==> src/logic/ltsl_consts.vh <==
// register map, reset values and timing constants for the latch and trip seal block
// assumes a 125 mhz system clock and a quarter-cycle evaluation tick
`ifndef LTSL_CONSTS_VH
`define LTSL_CONSTS_VH

`define LTSL_CLK_HZ 125000000
`define LTSL_TICKS_PER_SEC 240
`define LTSL_MS_PER_SEC 1000

`define LTSL_ADDR_CONFIG 8'h00
`define LTSL_ADDR_MIN_DUR 8'h04
`define LTSL_ADDR_COMMAND 8'h08
`define LTSL_ADDR_STATUS 8'h0c
`define LTSL_ADDR_NV_COUNT 8'h10

`define LTSL_CFG_COUNT_LSB 0
`define LTSL_CFG_COUNT_MSB 4
`define LTSL_CFG_COUNT_RST 5'h10

`define LTSL_DUR_MS_RST 16'h0096

`define LTSL_CMD_OPEN_BIT 0
`define LTSL_CMD_TARGET_RESET_BIT 1

`define LTSL_STAT_LATCH_LSB 0
`define LTSL_STAT_TRIP_LSB 16
`define LTSL_STAT_TRIP_ANY_BIT 20
`define LTSL_STAT_NV_FAIL_BIT 21
`define LTSL_STAT_RUN_BIT 22

`define LTSL_NV_WRITE_LIMIT 32'h0014e753

`define LTSL_ST_RESTORE 2'h0
`define LTSL_ST_RUN 2'h1

`endif

==> src/logic/ltsl_trip_chan.v <==
// one trip channel: minimum-duration timer plus seal-in with qualified release
// assumes tick_i is a one-cycle pulse per evaluation and inputs are on mclk_i
module ltsl_trip_chan #(
	parameter DUR_W = 16
) (
	input wire mclk_i,
	input wire rst_i,
	input wire tick_i,
	input wire trip_condition_i,
	input wire force_open_i,
	input wire release_i,
	input wire [DUR_W-1:0] dur_ticks_i,
	output wire trip_output_o
);

	reg [DUR_W-1:0] tmr_q;
	reg [DUR_W-1:0] tmr_d;
	reg in_prev_q;
	reg trip_q;
	reg trip_d;
	wire tmr_in;

	assign tmr_in = trip_condition_i | force_open_i;
	assign trip_output_o = trip_q;

	always @* begin
		tmr_d = tmr_q;
		if (tmr_q != {DUR_W{1'b0}}) begin
			tmr_d = tmr_q - {{(DUR_W-1){1'b0}}, 1'b1};
		end else if (tmr_in && !in_prev_q) begin
			// retrigger only when idle, a rise while timing is ignored
			tmr_d = dur_ticks_i;
		end
		// seal holds until timer done, condition low and a release seen
		trip_d = trip_condition_i | (tmr_d != {DUR_W{1'b0}}) | (trip_q & ~release_i);
	end

	always @(posedge mclk_i) begin
		if (rst_i) begin
			tmr_q <= {DUR_W{1'b0}};
			in_prev_q <= 1'b0;
			trip_q <= 1'b0;
		end else if (tick_i) begin
			tmr_q <= tmr_d;
			in_prev_q <= tmr_in;
			trip_q <= trip_d;
		end
	end

endmodule // ltsl_trip_chan

==> src/logic/ltsl_core.v <==
// latch control switches and four-channel trip seal logic behind an ahb-lite slave
// assumes condition inputs come from equation logic on mclk_i; nv store answers on mclk_i
//
// Our own choices: the placing of the registers and the AHB-Lite interface to the registers.
`include "ltsl_consts.vh"

module ltsl_core #(
	parameter NLATCH = 16,
	parameter NTRIP = 4,
	parameter DUR_W = 16,
	parameter TICK_CYCLES = `LTSL_CLK_HZ / `LTSL_TICKS_PER_SEC,
	parameter NV_WRITE_LIMIT = `LTSL_NV_WRITE_LIMIT
) (
	input wire mclk_i,
	input wire rst_i,
	input wire hsel_i,
	input wire [31:0] haddr_i,
	input wire [1:0] htrans_i,
	input wire hwrite_i,
	input wire [2:0] hsize_i,
	input wire [31:0] hwdata_i,
	input wire hready_i,
	output wire [31:0] hrdata_o,
	output wire hreadyout_o,
	output wire hresp_o,
	input wire [NLATCH-1:0] latch_set_condition_i,
	input wire [NLATCH-1:0] latch_clear_condition_i,
	input wire [NTRIP-1:0] trip_condition_i,
	input wire [NTRIP-1:0] unlatch_condition_i,
	input wire target_reset_button_i,
	output wire [NLATCH-1:0] latch_bit_o,
	output wire [NTRIP-1:0] trip_output_o,
	output wire trip_any_o,
	output wire eval_tick_o,
	output wire nv_rd_req_o,
	input wire nv_rd_valid_i,
	input wire [NLATCH-1:0] nv_rd_data_i,
	output wire nv_wr_o,
	output wire [NLATCH-1:0] nv_wr_data_o,
	output wire nv_fail_o
);

	// duration register holds milliseconds; rounded up to whole ticks
	function [DUR_W-1:0] ms_to_ticks;
		input [15:0] ms;
		reg [31:0] prod;
		begin
			prod = {16'h0000, ms} * `LTSL_TICKS_PER_SEC + (`LTSL_MS_PER_SEC - 1);
			prod = prod / `LTSL_MS_PER_SEC;
			ms_to_ticks = prod[DUR_W-1:0];
		end
	endfunction

	function [NLATCH-1:0] count_mask;
		input [4:0] cnt;
		integer k;
		begin
			count_mask = {NLATCH{1'b0}};
			for (k = 0; k < NLATCH; k = k + 1) begin
				if (k < cnt)
					count_mask[k] = 1'b1;
			end
		end
	endfunction

	// bus state
	reg wr_pend_q;
	reg rd_pend_q;
	reg [7:0] addr_q;
	reg [31:0] hrdata_q;
	reg hreadyout_q;
	reg [31:0] rd_mux;
	wire ahb_go;

	// configuration
	reg [4:0] latch_count_enable_q;
	reg [15:0] min_dur_ms_q;
	reg [DUR_W-1:0] min_trip_duration_q;

	// commands and button, held until the next tick
	reg open_pend_q;
	reg tres_pend_q;
	reg btn_s1_q;
	reg btn_s2_q;
	reg btn_s3_q;
	wire btn_press;

	// evaluation tick
	reg [31:0] tick_cnt_q;
	reg tick_q;

	// latches and store
	reg [1:0] state_q;
	reg [NLATCH-1:0] latch_bit_q;
	reg [NLATCH-1:0] latch_d;
	reg [NLATCH-1:0] latch_out_q;
	reg nv_rd_req_q;
	reg nv_wr_q;
	reg [NLATCH-1:0] nv_wr_data_q;
	reg [31:0] nv_count_q;
	reg nv_fail_q;
	wire [NLATCH-1:0] active_mask;

	// trips
	wire [NTRIP-1:0] trip_raw;
	reg [NTRIP-1:0] trip_out_q;
	reg trip_any_q;
	wire release_common;

	integer i;
	genvar g;

	assign ahb_go = hsel_i & htrans_i[1] & hready_i;
	assign btn_press = btn_s2_q & ~btn_s3_q;
	assign active_mask = count_mask(latch_count_enable_q);
	assign release_common = tres_pend_q;

	assign hrdata_o = hrdata_q;
	assign hreadyout_o = hreadyout_q;
	assign hresp_o = 1'b0;
	assign latch_bit_o = latch_out_q;
	assign trip_output_o = trip_out_q;
	assign trip_any_o = trip_any_q;
	assign eval_tick_o = tick_q;
	assign nv_rd_req_o = nv_rd_req_q;
	assign nv_wr_o = nv_wr_q;
	assign nv_wr_data_o = nv_wr_data_q;
	assign nv_fail_o = nv_fail_q;

	always @* begin
		rd_mux = 32'h00000000;
		case (addr_q)
		`LTSL_ADDR_CONFIG: begin
			rd_mux[`LTSL_CFG_COUNT_MSB:`LTSL_CFG_COUNT_LSB] = latch_count_enable_q;
		end
		`LTSL_ADDR_MIN_DUR: begin
			rd_mux[15:0] = min_dur_ms_q;
		end
		`LTSL_ADDR_STATUS: begin
			rd_mux[`LTSL_STAT_LATCH_LSB +: NLATCH] = latch_out_q;
			rd_mux[`LTSL_STAT_TRIP_LSB +: NTRIP] = trip_out_q;
			rd_mux[`LTSL_STAT_TRIP_ANY_BIT] = trip_any_q;
			rd_mux[`LTSL_STAT_NV_FAIL_BIT] = nv_fail_q;
			rd_mux[`LTSL_STAT_RUN_BIT] = (state_q == `LTSL_ST_RUN);
		end
		`LTSL_ADDR_NV_COUNT: begin
			rd_mux = nv_count_q;
		end
		default: begin
			rd_mux = 32'h00000000;
		end
		endcase
	end

	// reads take one wait state so a write just before is already visible
	always @(posedge mclk_i) begin
		if (rst_i) begin
			wr_pend_q <= 1'b0;
			rd_pend_q <= 1'b0;
			addr_q <= 8'h00;
			hrdata_q <= 32'h00000000;
			hreadyout_q <= 1'b1;
		end else begin
			wr_pend_q <= ahb_go & hwrite_i;
			rd_pend_q <= ahb_go & ~hwrite_i;
			if (ahb_go)
				addr_q <= {haddr_i[7:2], 2'b00};
			if (ahb_go && !hwrite_i) begin
				hreadyout_q <= 1'b0;
			end else if (rd_pend_q) begin
				hrdata_q <= rd_mux;
				hreadyout_q <= 1'b1;
			end
		end
	end

	// settings writes touch only config; latch state is never reloaded here
	always @(posedge mclk_i) begin
		if (rst_i) begin
			latch_count_enable_q <= `LTSL_CFG_COUNT_RST;
			min_dur_ms_q <= `LTSL_DUR_MS_RST;
			min_trip_duration_q <= ms_to_ticks(`LTSL_DUR_MS_RST);
		end else if (wr_pend_q) begin
			if (addr_q == `LTSL_ADDR_CONFIG) begin
				if (hwdata_i[`LTSL_CFG_COUNT_MSB:`LTSL_CFG_COUNT_LSB] > NLATCH)
					latch_count_enable_q <= NLATCH[4:0];
				else
					latch_count_enable_q <= hwdata_i[`LTSL_CFG_COUNT_MSB:`LTSL_CFG_COUNT_LSB];
			end
			if (addr_q == `LTSL_ADDR_MIN_DUR) begin
				min_dur_ms_q <= hwdata_i[15:0];
				min_trip_duration_q <= ms_to_ticks(hwdata_i[15:0]);
			end
		end
	end

	// command pulses wait for the tick; a new command wins over the tick clear
	always @(posedge mclk_i) begin
		if (rst_i) begin
			btn_s1_q <= 1'b0;
			btn_s2_q <= 1'b0;
			btn_s3_q <= 1'b0;
			open_pend_q <= 1'b0;
			tres_pend_q <= 1'b0;
		end else begin
			btn_s1_q <= target_reset_button_i;
			btn_s2_q <= btn_s1_q;
			btn_s3_q <= btn_s2_q;
			if (wr_pend_q && addr_q == `LTSL_ADDR_COMMAND && hwdata_i[`LTSL_CMD_OPEN_BIT])
				open_pend_q <= 1'b1;
			else if (tick_q)
				open_pend_q <= 1'b0;
			if (btn_press || (wr_pend_q && addr_q == `LTSL_ADDR_COMMAND && hwdata_i[`LTSL_CMD_TARGET_RESET_BIT]))
				tres_pend_q <= 1'b1;
			else if (tick_q)
				tres_pend_q <= 1'b0;
		end
	end

	// quarter-cycle tick, held off until latch restore is done
	always @(posedge mclk_i) begin
		if (rst_i) begin
			tick_cnt_q <= 32'h00000000;
			tick_q <= 1'b0;
		end else if (state_q != `LTSL_ST_RUN) begin
			tick_cnt_q <= 32'h00000000;
			tick_q <= 1'b0;
		end else if (tick_cnt_q >= TICK_CYCLES - 1) begin
			tick_cnt_q <= 32'h00000000;
			tick_q <= 1'b1;
		end else begin
			tick_cnt_q <= tick_cnt_q + 32'h00000001;
			tick_q <= 1'b0;
		end
	end

	always @* begin
		latch_d = latch_bit_q;
		for (i = 0; i < NLATCH; i = i + 1) begin
			if (active_mask[i]) begin
				if (latch_clear_condition_i[i])
					latch_d[i] = 1'b0;
				else if (latch_set_condition_i[i])
					latch_d[i] = 1'b1;
			end
		end
	end

	// inactive latches keep their stored value but read as zero
	always @(posedge mclk_i) begin
		if (rst_i) begin
			state_q <= `LTSL_ST_RESTORE;
			latch_bit_q <= {NLATCH{1'b0}};
			latch_out_q <= {NLATCH{1'b0}};
			nv_rd_req_q <= 1'b0;
			nv_wr_q <= 1'b0;
			nv_wr_data_q <= {NLATCH{1'b0}};
			nv_count_q <= 32'h00000000;
			nv_fail_q <= 1'b0;
		end else begin
			nv_wr_q <= 1'b0;
			latch_out_q <= latch_bit_q & active_mask;
			case (state_q)
			`LTSL_ST_RESTORE: begin
				nv_rd_req_q <= ~nv_rd_valid_i;
				if (nv_rd_valid_i) begin
					latch_bit_q <= nv_rd_data_i;
					state_q <= `LTSL_ST_RUN;
				end
			end
			`LTSL_ST_RUN: begin
				nv_rd_req_q <= 1'b0;
				if (tick_q) begin
					latch_bit_q <= latch_d;
					if (latch_d != latch_bit_q) begin
						nv_wr_q <= 1'b1;
						nv_wr_data_q <= latch_d;
						if (nv_count_q != 32'hffffffff)
							nv_count_q <= nv_count_q + 32'h00000001;
					end
				end
			end
			default: begin
				state_q <= `LTSL_ST_RESTORE;
			end
			endcase
			// endurance is a wear estimate: sticky until reset
			if (nv_count_q >= NV_WRITE_LIMIT)
				nv_fail_q <= 1'b1;
		end
	end

	// trips read latch and variable results from the previous tick
	generate
		for (g = 0; g < NTRIP; g = g + 1) begin : chan
			ltsl_trip_chan #(
				.DUR_W(DUR_W)
			) u_chan (
				.mclk_i(mclk_i),
				.rst_i(rst_i),
				.tick_i(tick_q),
				.trip_condition_i(trip_condition_i[g]),
				.force_open_i((g == 0) ? open_pend_q : 1'b0),
				.release_i(unlatch_condition_i[g] | release_common),
				.dur_ticks_i(min_trip_duration_q),
				.trip_output_o(trip_raw[g])
			);
		end
	endgenerate

	always @(posedge mclk_i) begin
		if (rst_i) begin
			trip_out_q <= {NTRIP{1'b0}};
			trip_any_q <= 1'b0;
		end else begin
			trip_out_q <= trip_raw;
			trip_any_q <= |trip_raw;
		end
	end

endmodule // ltsl_core

==> config.mk <==
export PLATFORM = sky130hd
export DESIGN_NAME = ltsl_core
export DESIGN_NICKNAME = d
export VERILOG_FILES = /design/src/logic/ltsl_trip_chan.v /design/src/logic/ltsl_core.v
export VERILOG_INCLUDE_DIRS = /design/src /design/src/logic
export SDC_FILE = /design/constraint.sdc
export NUM_CORES = 1
export LEC_CHECK = 0
export CAP_MARGIN = 20
export CORE_MARGIN = 2
export CORE_UTILIZATION = 45
export CTS_CLUSTER_SIZE = 30
export DETAILED_ROUTE_END_ITERATION = 12
export DONT_BUFFER_PORTS = 1
export GPL_ROUTABILITY_DRIVEN = 0
export GPL_TIMING_DRIVEN = 0
export PLACE_DENSITY_LB_ADDON = 0.08
export SETUP_SLACK_MARGIN = 0.1
export SLEW_MARGIN = 20
export SYNTH_ARGS = -nofsm -noshare
export SYNTH_HDL_FRONTEND = slang
export SYNTH_SLANG_ARGS = --single-unit
==> constraint.sdc <==
create_clock -name mclk_i -period 20.4 [get_ports mclk_i]
set_input_delay 3.06 -clock mclk_i [delete_from_list [all_inputs] [get_ports mclk_i]]
set_output_delay 3.06 -clock mclk_i [all_outputs]
set_load 0.005 [all_outputs]
### Word level (Yosys, flattened, before mapping)

Cells that the tools add are included.

| storage, ports and cells | value |
|---|---|
| bits of input ports | 132 |
| register bits | 278 |
| output and inout bits | 75 |

| cells by class | value |
|---|---|
| divide/modulo/power cells | 1 |
| bitwise operators | 33 |
| eq/ne operators | 10 |
| mux-type cells | 90 |
| $lt $le $gt $ge | 19 |
| add/sub/neg operators | 7 |
| multiply operators | 1 |
| reductions and logical operators | 39 |

Operators with widths:

| cell | count |
|---|---|
| 16-bit 2-to-1 mux | 10 |
| 16-bit nonzero test | 8 |
| 1-bit 2-to-1 mux | 71 |
| 32-bit by 1-bit adder with 32-bit output, second input constant | 2 |
| 16-bit by 1-bit subtractor with 16-bit output, second input constant | 4 |
| 4-bit by 5-bit less-than comparator with 1-bit output, first input constant | 8 |
| 11-bit case mux with 3 select lines | 1 |
| 32-bit by 10-bit divider with 32-bit output, second input constant | 1 |
| 32-bit by 19-bit >= comparator with 1-bit output, second input constant | 1 |
| 32-bit by 21-bit >= comparator with 1-bit output, second input constant | 1 |
| 32-bit inequality test, second input constant | 1 |
| 16-bit case mux with 2 select lines | 1 |
| 24-bit by 10-bit adder with 25-bit output, second input constant | 1 |
| 3-bit by 5-bit less-than comparator with 1-bit output, first input constant | 4 |
| 16-bit by 4-bit multiplier with 20-bit output, second input constant | 1 |
| 5-bit case mux with 4 select lines | 1 |
| 16-bit AND | 1 |
| 16-bit inequality test | 1 |
| 7-bit case mux with 2 select lines | 1 |
| 1-bit bitwise OR | 13 |
| 6-bit by 2-bit equality test with 1-bit output, second input constant | 2 |
| 1-bit by 5-bit less-than comparator with 1-bit output, first input constant | 2 |
| 2-bit by 5-bit less-than comparator with 1-bit output, first input constant | 2 |
| 1-bit NOT | 10 |
| 24 further kinds | 52 |

### Depth between registers and ports, before layout

| logic depth | value |
|---|---|
| depth in word-level cells | 7 |
| depth in mapped cells | 65 |
| gate-level depth less buffers | 51 |

### By module

A second synthesis with hierarchy kept.

| second synthesis, totals | value |
|---|---|
| cells, all modules | 2981 |
| area, all modules | 22982.0 um^2 |

Modules (own cells, without submodules):

| module | cells each | seq. area each (um^2) | area each (um^2) | times used |
|---|---|---|---|---|
| ltsl_core | 2229 | 4103.9 | 17331.6 | 1 |
| ltsl_trip_chan | 188 | 360.3 | 1412.6 | 4 |

### Worst setup path after synthesis

OpenSTA, ideal clock, no wires.

| timing path | value |
|---|---|
| path kind | in2reg |
| start | input port hwdata_i[0] |
| end | register min_trip_duration_q[0] |
| data required time | 20261 ps |
| slack | 2565 ps |
| stages | 59 |
| buffers on the path | 8 |
| setup time | 139 ps |
| data arrival time | 17695 ps |
| cells stage by stage | fa_1 inv_1 fa_1 inv_1 fa_1 or4b_1 or4_1 and4_1 buf_4 nand2_2 a21o_2 a21boi_1 buf_4 o31ai_1 o211ai_1 or4_1 o211ai_1 nand2_1 [23 not listed] a31oi_4 xor2_1 a21o_1 a2111o_1 o21a_1 nor4b_4 o41a_1 buf_4 mux2i_1 nand3_1 and2_1 buf_4 o41a_1 a2111oi_2 o211ai_1 and4_1 o21ai_1 a41oi_2 |

| on the way | value |
|---|---|
| longest elaborated chain between the ends | 3 |

Ends and longest elaborated chain:

| what | line | source |
|---|---|---|
| start, declared | ltsl_core.v:21 | `input wire [31:0] hwdata_i,` |
| 16-bit by 4-bit multiplier with 20-bit output (no source line) | -- |  |
| 24-bit by 10-bit adder with 25-bit output | ltsl_core.v:48 | `` prod = {16'h0000, ms} * `LTSL_TICKS_PER_SEC + (`LTSL_MS_PER_SEC - 1); `` |
| 32-bit by 10-bit divider with 32-bit output (no source line) | -- |  |
| end signal, assigned | ltsl_core.v:182 | `` min_trip_duration_q <= ms_to_ticks(`LTSL_DUR_MS_RST); `` |
| end signal, assigned | ltsl_core.v:192 | `min_trip_duration_q <= ms_to_ticks(hwdata_i[15:0]);` |
| end, declared | ltsl_core.v:78 | `reg [DUR_W-1:0] min_trip_duration_q;` |

No other way between the ends.
A chain may end at the register's enable or synchronous reset.

### Worst setup path in the final report

| timing path | value |
|---|---|
| start | input port hwdata_i[7] |
| end | register min_trip_duration_q[0] |

The elaborated chain is that of the path after synthesis.

==> impl_results.md <==
* Status: finished clean
* Register-to-register setup slack at 15.65 ns
* Final hold vios at 0
* Area Growth Syn to Fin at 9.63%
* Routed len/inst at 19.8 µm
* Worst r2r dst: nv_count_q[28]$_SDFFE_PP0P_
* I/O pins at 207
* Vias in the first global route at 19.9k
* Antenna Nets Post-Route at 0
* Routed wire length at 69.8 mm
* Worst setup path class: input port to flip-flop
* Synth top area cells: dfxtp_1, nor2_1, mux2i_1, a21oi_1, nand2_1
* Placed insts at 3454
* DRT Pass-1 Iters at 5
* Hold bufs inserted after CTS at 0
* Count of different cell masters after synthesis at 131
* CP max-delay cell: or4b_1
* Post-Layout Cell Count at 3519
* Commonest non-fill, non-tap cells in the layout: nor2_1, dfxtp_1, nand2_1, a21oi_1, nor3_1
* Post-Syn Area per Cell at 7.61 µm²
* Actual slew at the worst max-slew pin at 1.04 ns
* Min Clock Period, post-route at 19.29 ns
* Global-route wire length before repair at 109 mm
* YS warnings at 0
* Die width at 223 µm
* Final period utilization at 94.6%
* Endpoints failing setup at 0
* Critical Path End Type: flip-flop
* Max-Cap Viols at 0
* Hold Path Stages at 1
* Layout Skew at 0.0110 ns
* Fill count at 4834
* Clock transition at path regs at 0.06 ns
* Clk_lat worst skew at 0.59 ns
* Largest net degree at the start of global routing at 16
* Cell area after synthesis at 21500 µm²
* Post-synth top area share at 25.8%
* FF-to-FF Start: latch_count_enable_q[0]$_SDFFE_PP0P_
* Class of the worst hold path: flip-flop to flip-flop
* Commonest non-fill, non-tap cell in the layout: nor2_1
* Worst path bufs/invs at 11
* Layout cells sized above 1 at 7.85%
* Critical Path RT at 20.85 ns
* Register area share after synthesis at 25.8%
* FF-to-FF path depth at 16
* Setup TNS at 0 ns
* Max Fclk at 0.0518 GHz
* WHS at 0.458 ns
* GRT Total Usage at 26.9%
* Num rows at 80
* Count of pins over their slew limit at 0
* Ys async rst share at 0%
* EDFF count, synth at 0
* CTS buffer count at 31
* Syn Inst Count at 2826
* DP HPWL at 54.2 mm
* Clock buffer depth at 3
* RSZ-0062 raised after global routing: false
* Max incr delay on CP at 0.54 ns
* Gr ovfl total at 0
* Core ar. at 47400 µm²
* CP startpoint kind: input port
* H-tree Lvls at 1
* Worst Path Arrival at 19.75 ns
* DRT iter0 DRCs at 1856
* Nets at 3081
* Drt drc at 0
* Cell taking the most area after synthesis: dfxtp_1
* Clock Sink Count at 277
* Fin util at 49.7%
* Die area at 49600 µm²
* Worst Hold End: btn_s2_q$_SDFF_PP0_
* Port-buffer cells at 0
* Antenna violations before repair at 1
* Via count at 21.7k
* Vias per inst at 6.18
* Clock Tree Root: clkbuf_16
* Initial Util at 45.3%
* Ys flop type: dfxtp_1
* Hold Startpoint: btn_s1_q$_SDFF_PP0_
* CTS tree: built
* CP delay by family, top: compound AO/OA/AOI/OAI gates
* Slew HR at 29.5%
* Flops & latches, synth at 277
* Crit path max fanout at 10
* Die Y at 223 µm
[worst reg2reg max path: stages (launching register included)]
cell      delay (ns)
dfxtp_1         0.30
clkbuf_1        0.24
or2_2           0.36
clkbuf_1        0.20
a31oi_1         0.27
o22ai_1         0.18
nor4_1          0.41
o211ai_1        0.15
o41ai_1         0.86
a21oi_1         0.30
and3_1          0.32
nor2b_1         0.13
clkbuf_1        0.23
nor2b_1         0.25
and4_1          0.22
xnor2_1         0.13
nor2_1          0.05
[layer usage]
| metal | wire length (µm) | GRT usage, % |
|---|---|---|
| met4 | 2050 | 8.10 |
| met5 | 0 | 0 |
| met3 | 3740 | 2.71 |
| met1 | 31800 | 36.9 |
| met2 | 32300 | 44.5 |
[worst max-delay path by stage]
stage / from / to / slack, ns / cells past startpoint
3_5_place_dp: hwdata_i[4] / min_trip_duration_q[0]$_SDFFE_PP0P_ / 0.22 / 56
2_1_floorplan: hwdata_i[0] / min_trip_duration_q[0]$_SDFFE_PP0P_ / 2.57 / 59
4_1_cts: hwdata_i[4] / min_trip_duration_q[0]$_SDFFE_PP0P_ / 0.81 / 57
5_1_grt: hwdata_i[7] / min_trip_duration_q[0]$_SDFFE_PP0P_ / 0.15 / 59
6_report: hwdata_i[7] / min_trip_duration_q[0]$_SDFFE_PP0P_ / 1.11 / 60
3_3_place_gp: hwdata_i[4] / min_trip_duration_q[0]$_SDFFE_PP0P_ / 0.45 / 56
[flip-flops by register name, summed over array words and instances (netlist names), 4 cells and up]
name,cells
addr_q,6
latch_bit_o,16
min_trip_duration_q,16
nv_wr_data_o,16
nv_count_q,32
chan.u_chan.tmr_q,64
tick_cnt_q,32
trip_output_o,4
chan.u_chan.trip_output_o,4
min_dur_ms_q,16
chan.u_chan.in_prev_q,4
latch_bit_q,16
latch_count_enable_q,5
hrdata_o,32
[what timing repair did]
item	CTS	global route
buffers inserted	0	7
endpoints found under the setup margin	0	3
gates resized for setup	0	21
endpoints found under the hold margin	0	0
[cells in the mapped netlist (all sizes together), types with 11 or more instances]
library cell    n
nand3          94
o21a           26
or2            23
and4           15
fa             29
clkbuf         99
a21oi         217
o31a           15
nand4          38
buf            39
a22oi          24
o21ai         129
nor2b          24
ha             41
a211oi         60
and3           36
a221oi         19
nor3b          24
xor2           46
dfxtp         277
or4            20
mux2i         108
and2           32
a21o           29
o22ai          22
a211o          17
nor4           46
o2111ai        11
nand2         275
o211ai         38
nor3          118
or3            37
inv            86
a31oi          25
mux2           12
nand2b         13
a21boi         11
xnor2          81
o31ai          25
nor2          392
[through the flow]
step | setup WS [ns] | cell area [µm²]
finish | 1.11 | 23600
detailed placement | 0.217 | 22300
global route | 0.151 | 23600
global placement | 0.445 | 22300
floorplan | 2.57 | 21600
CTS | 0.813 | 23400
[layout make-up]
type                            instances  area [µm²]  area share (%)
Buffer                                140         681            2.89
Sequential cell                       277        5550            23.5
Clock inverter                         19         244            1.03
Antenna cell                            1        2.50          0.0106
Timing Repair Buffer                    7        52.6           0.223
Tap cell                              615         769            3.26
Multi-Input combinational cell       2335       15100            64.1
Inverter                               87         328            1.39
Clock buffer                           38         852            3.61
[cells by family after synthesis]
family	share of synthesized area [%]
buffers and inverters	4.68
XOR/XNOR	5.38
adder cells (fa/ha/maj)	5.08
AO/OA/AOI/OAI	25.8
multiplexers	5.69
AND/OR/NAND/NOR	27.6
flip-flops	25.8
other	0.0174
Power is not shown: default switching activity piles up to over one toggle a cycle in this logic, so the estimate is an artifact.
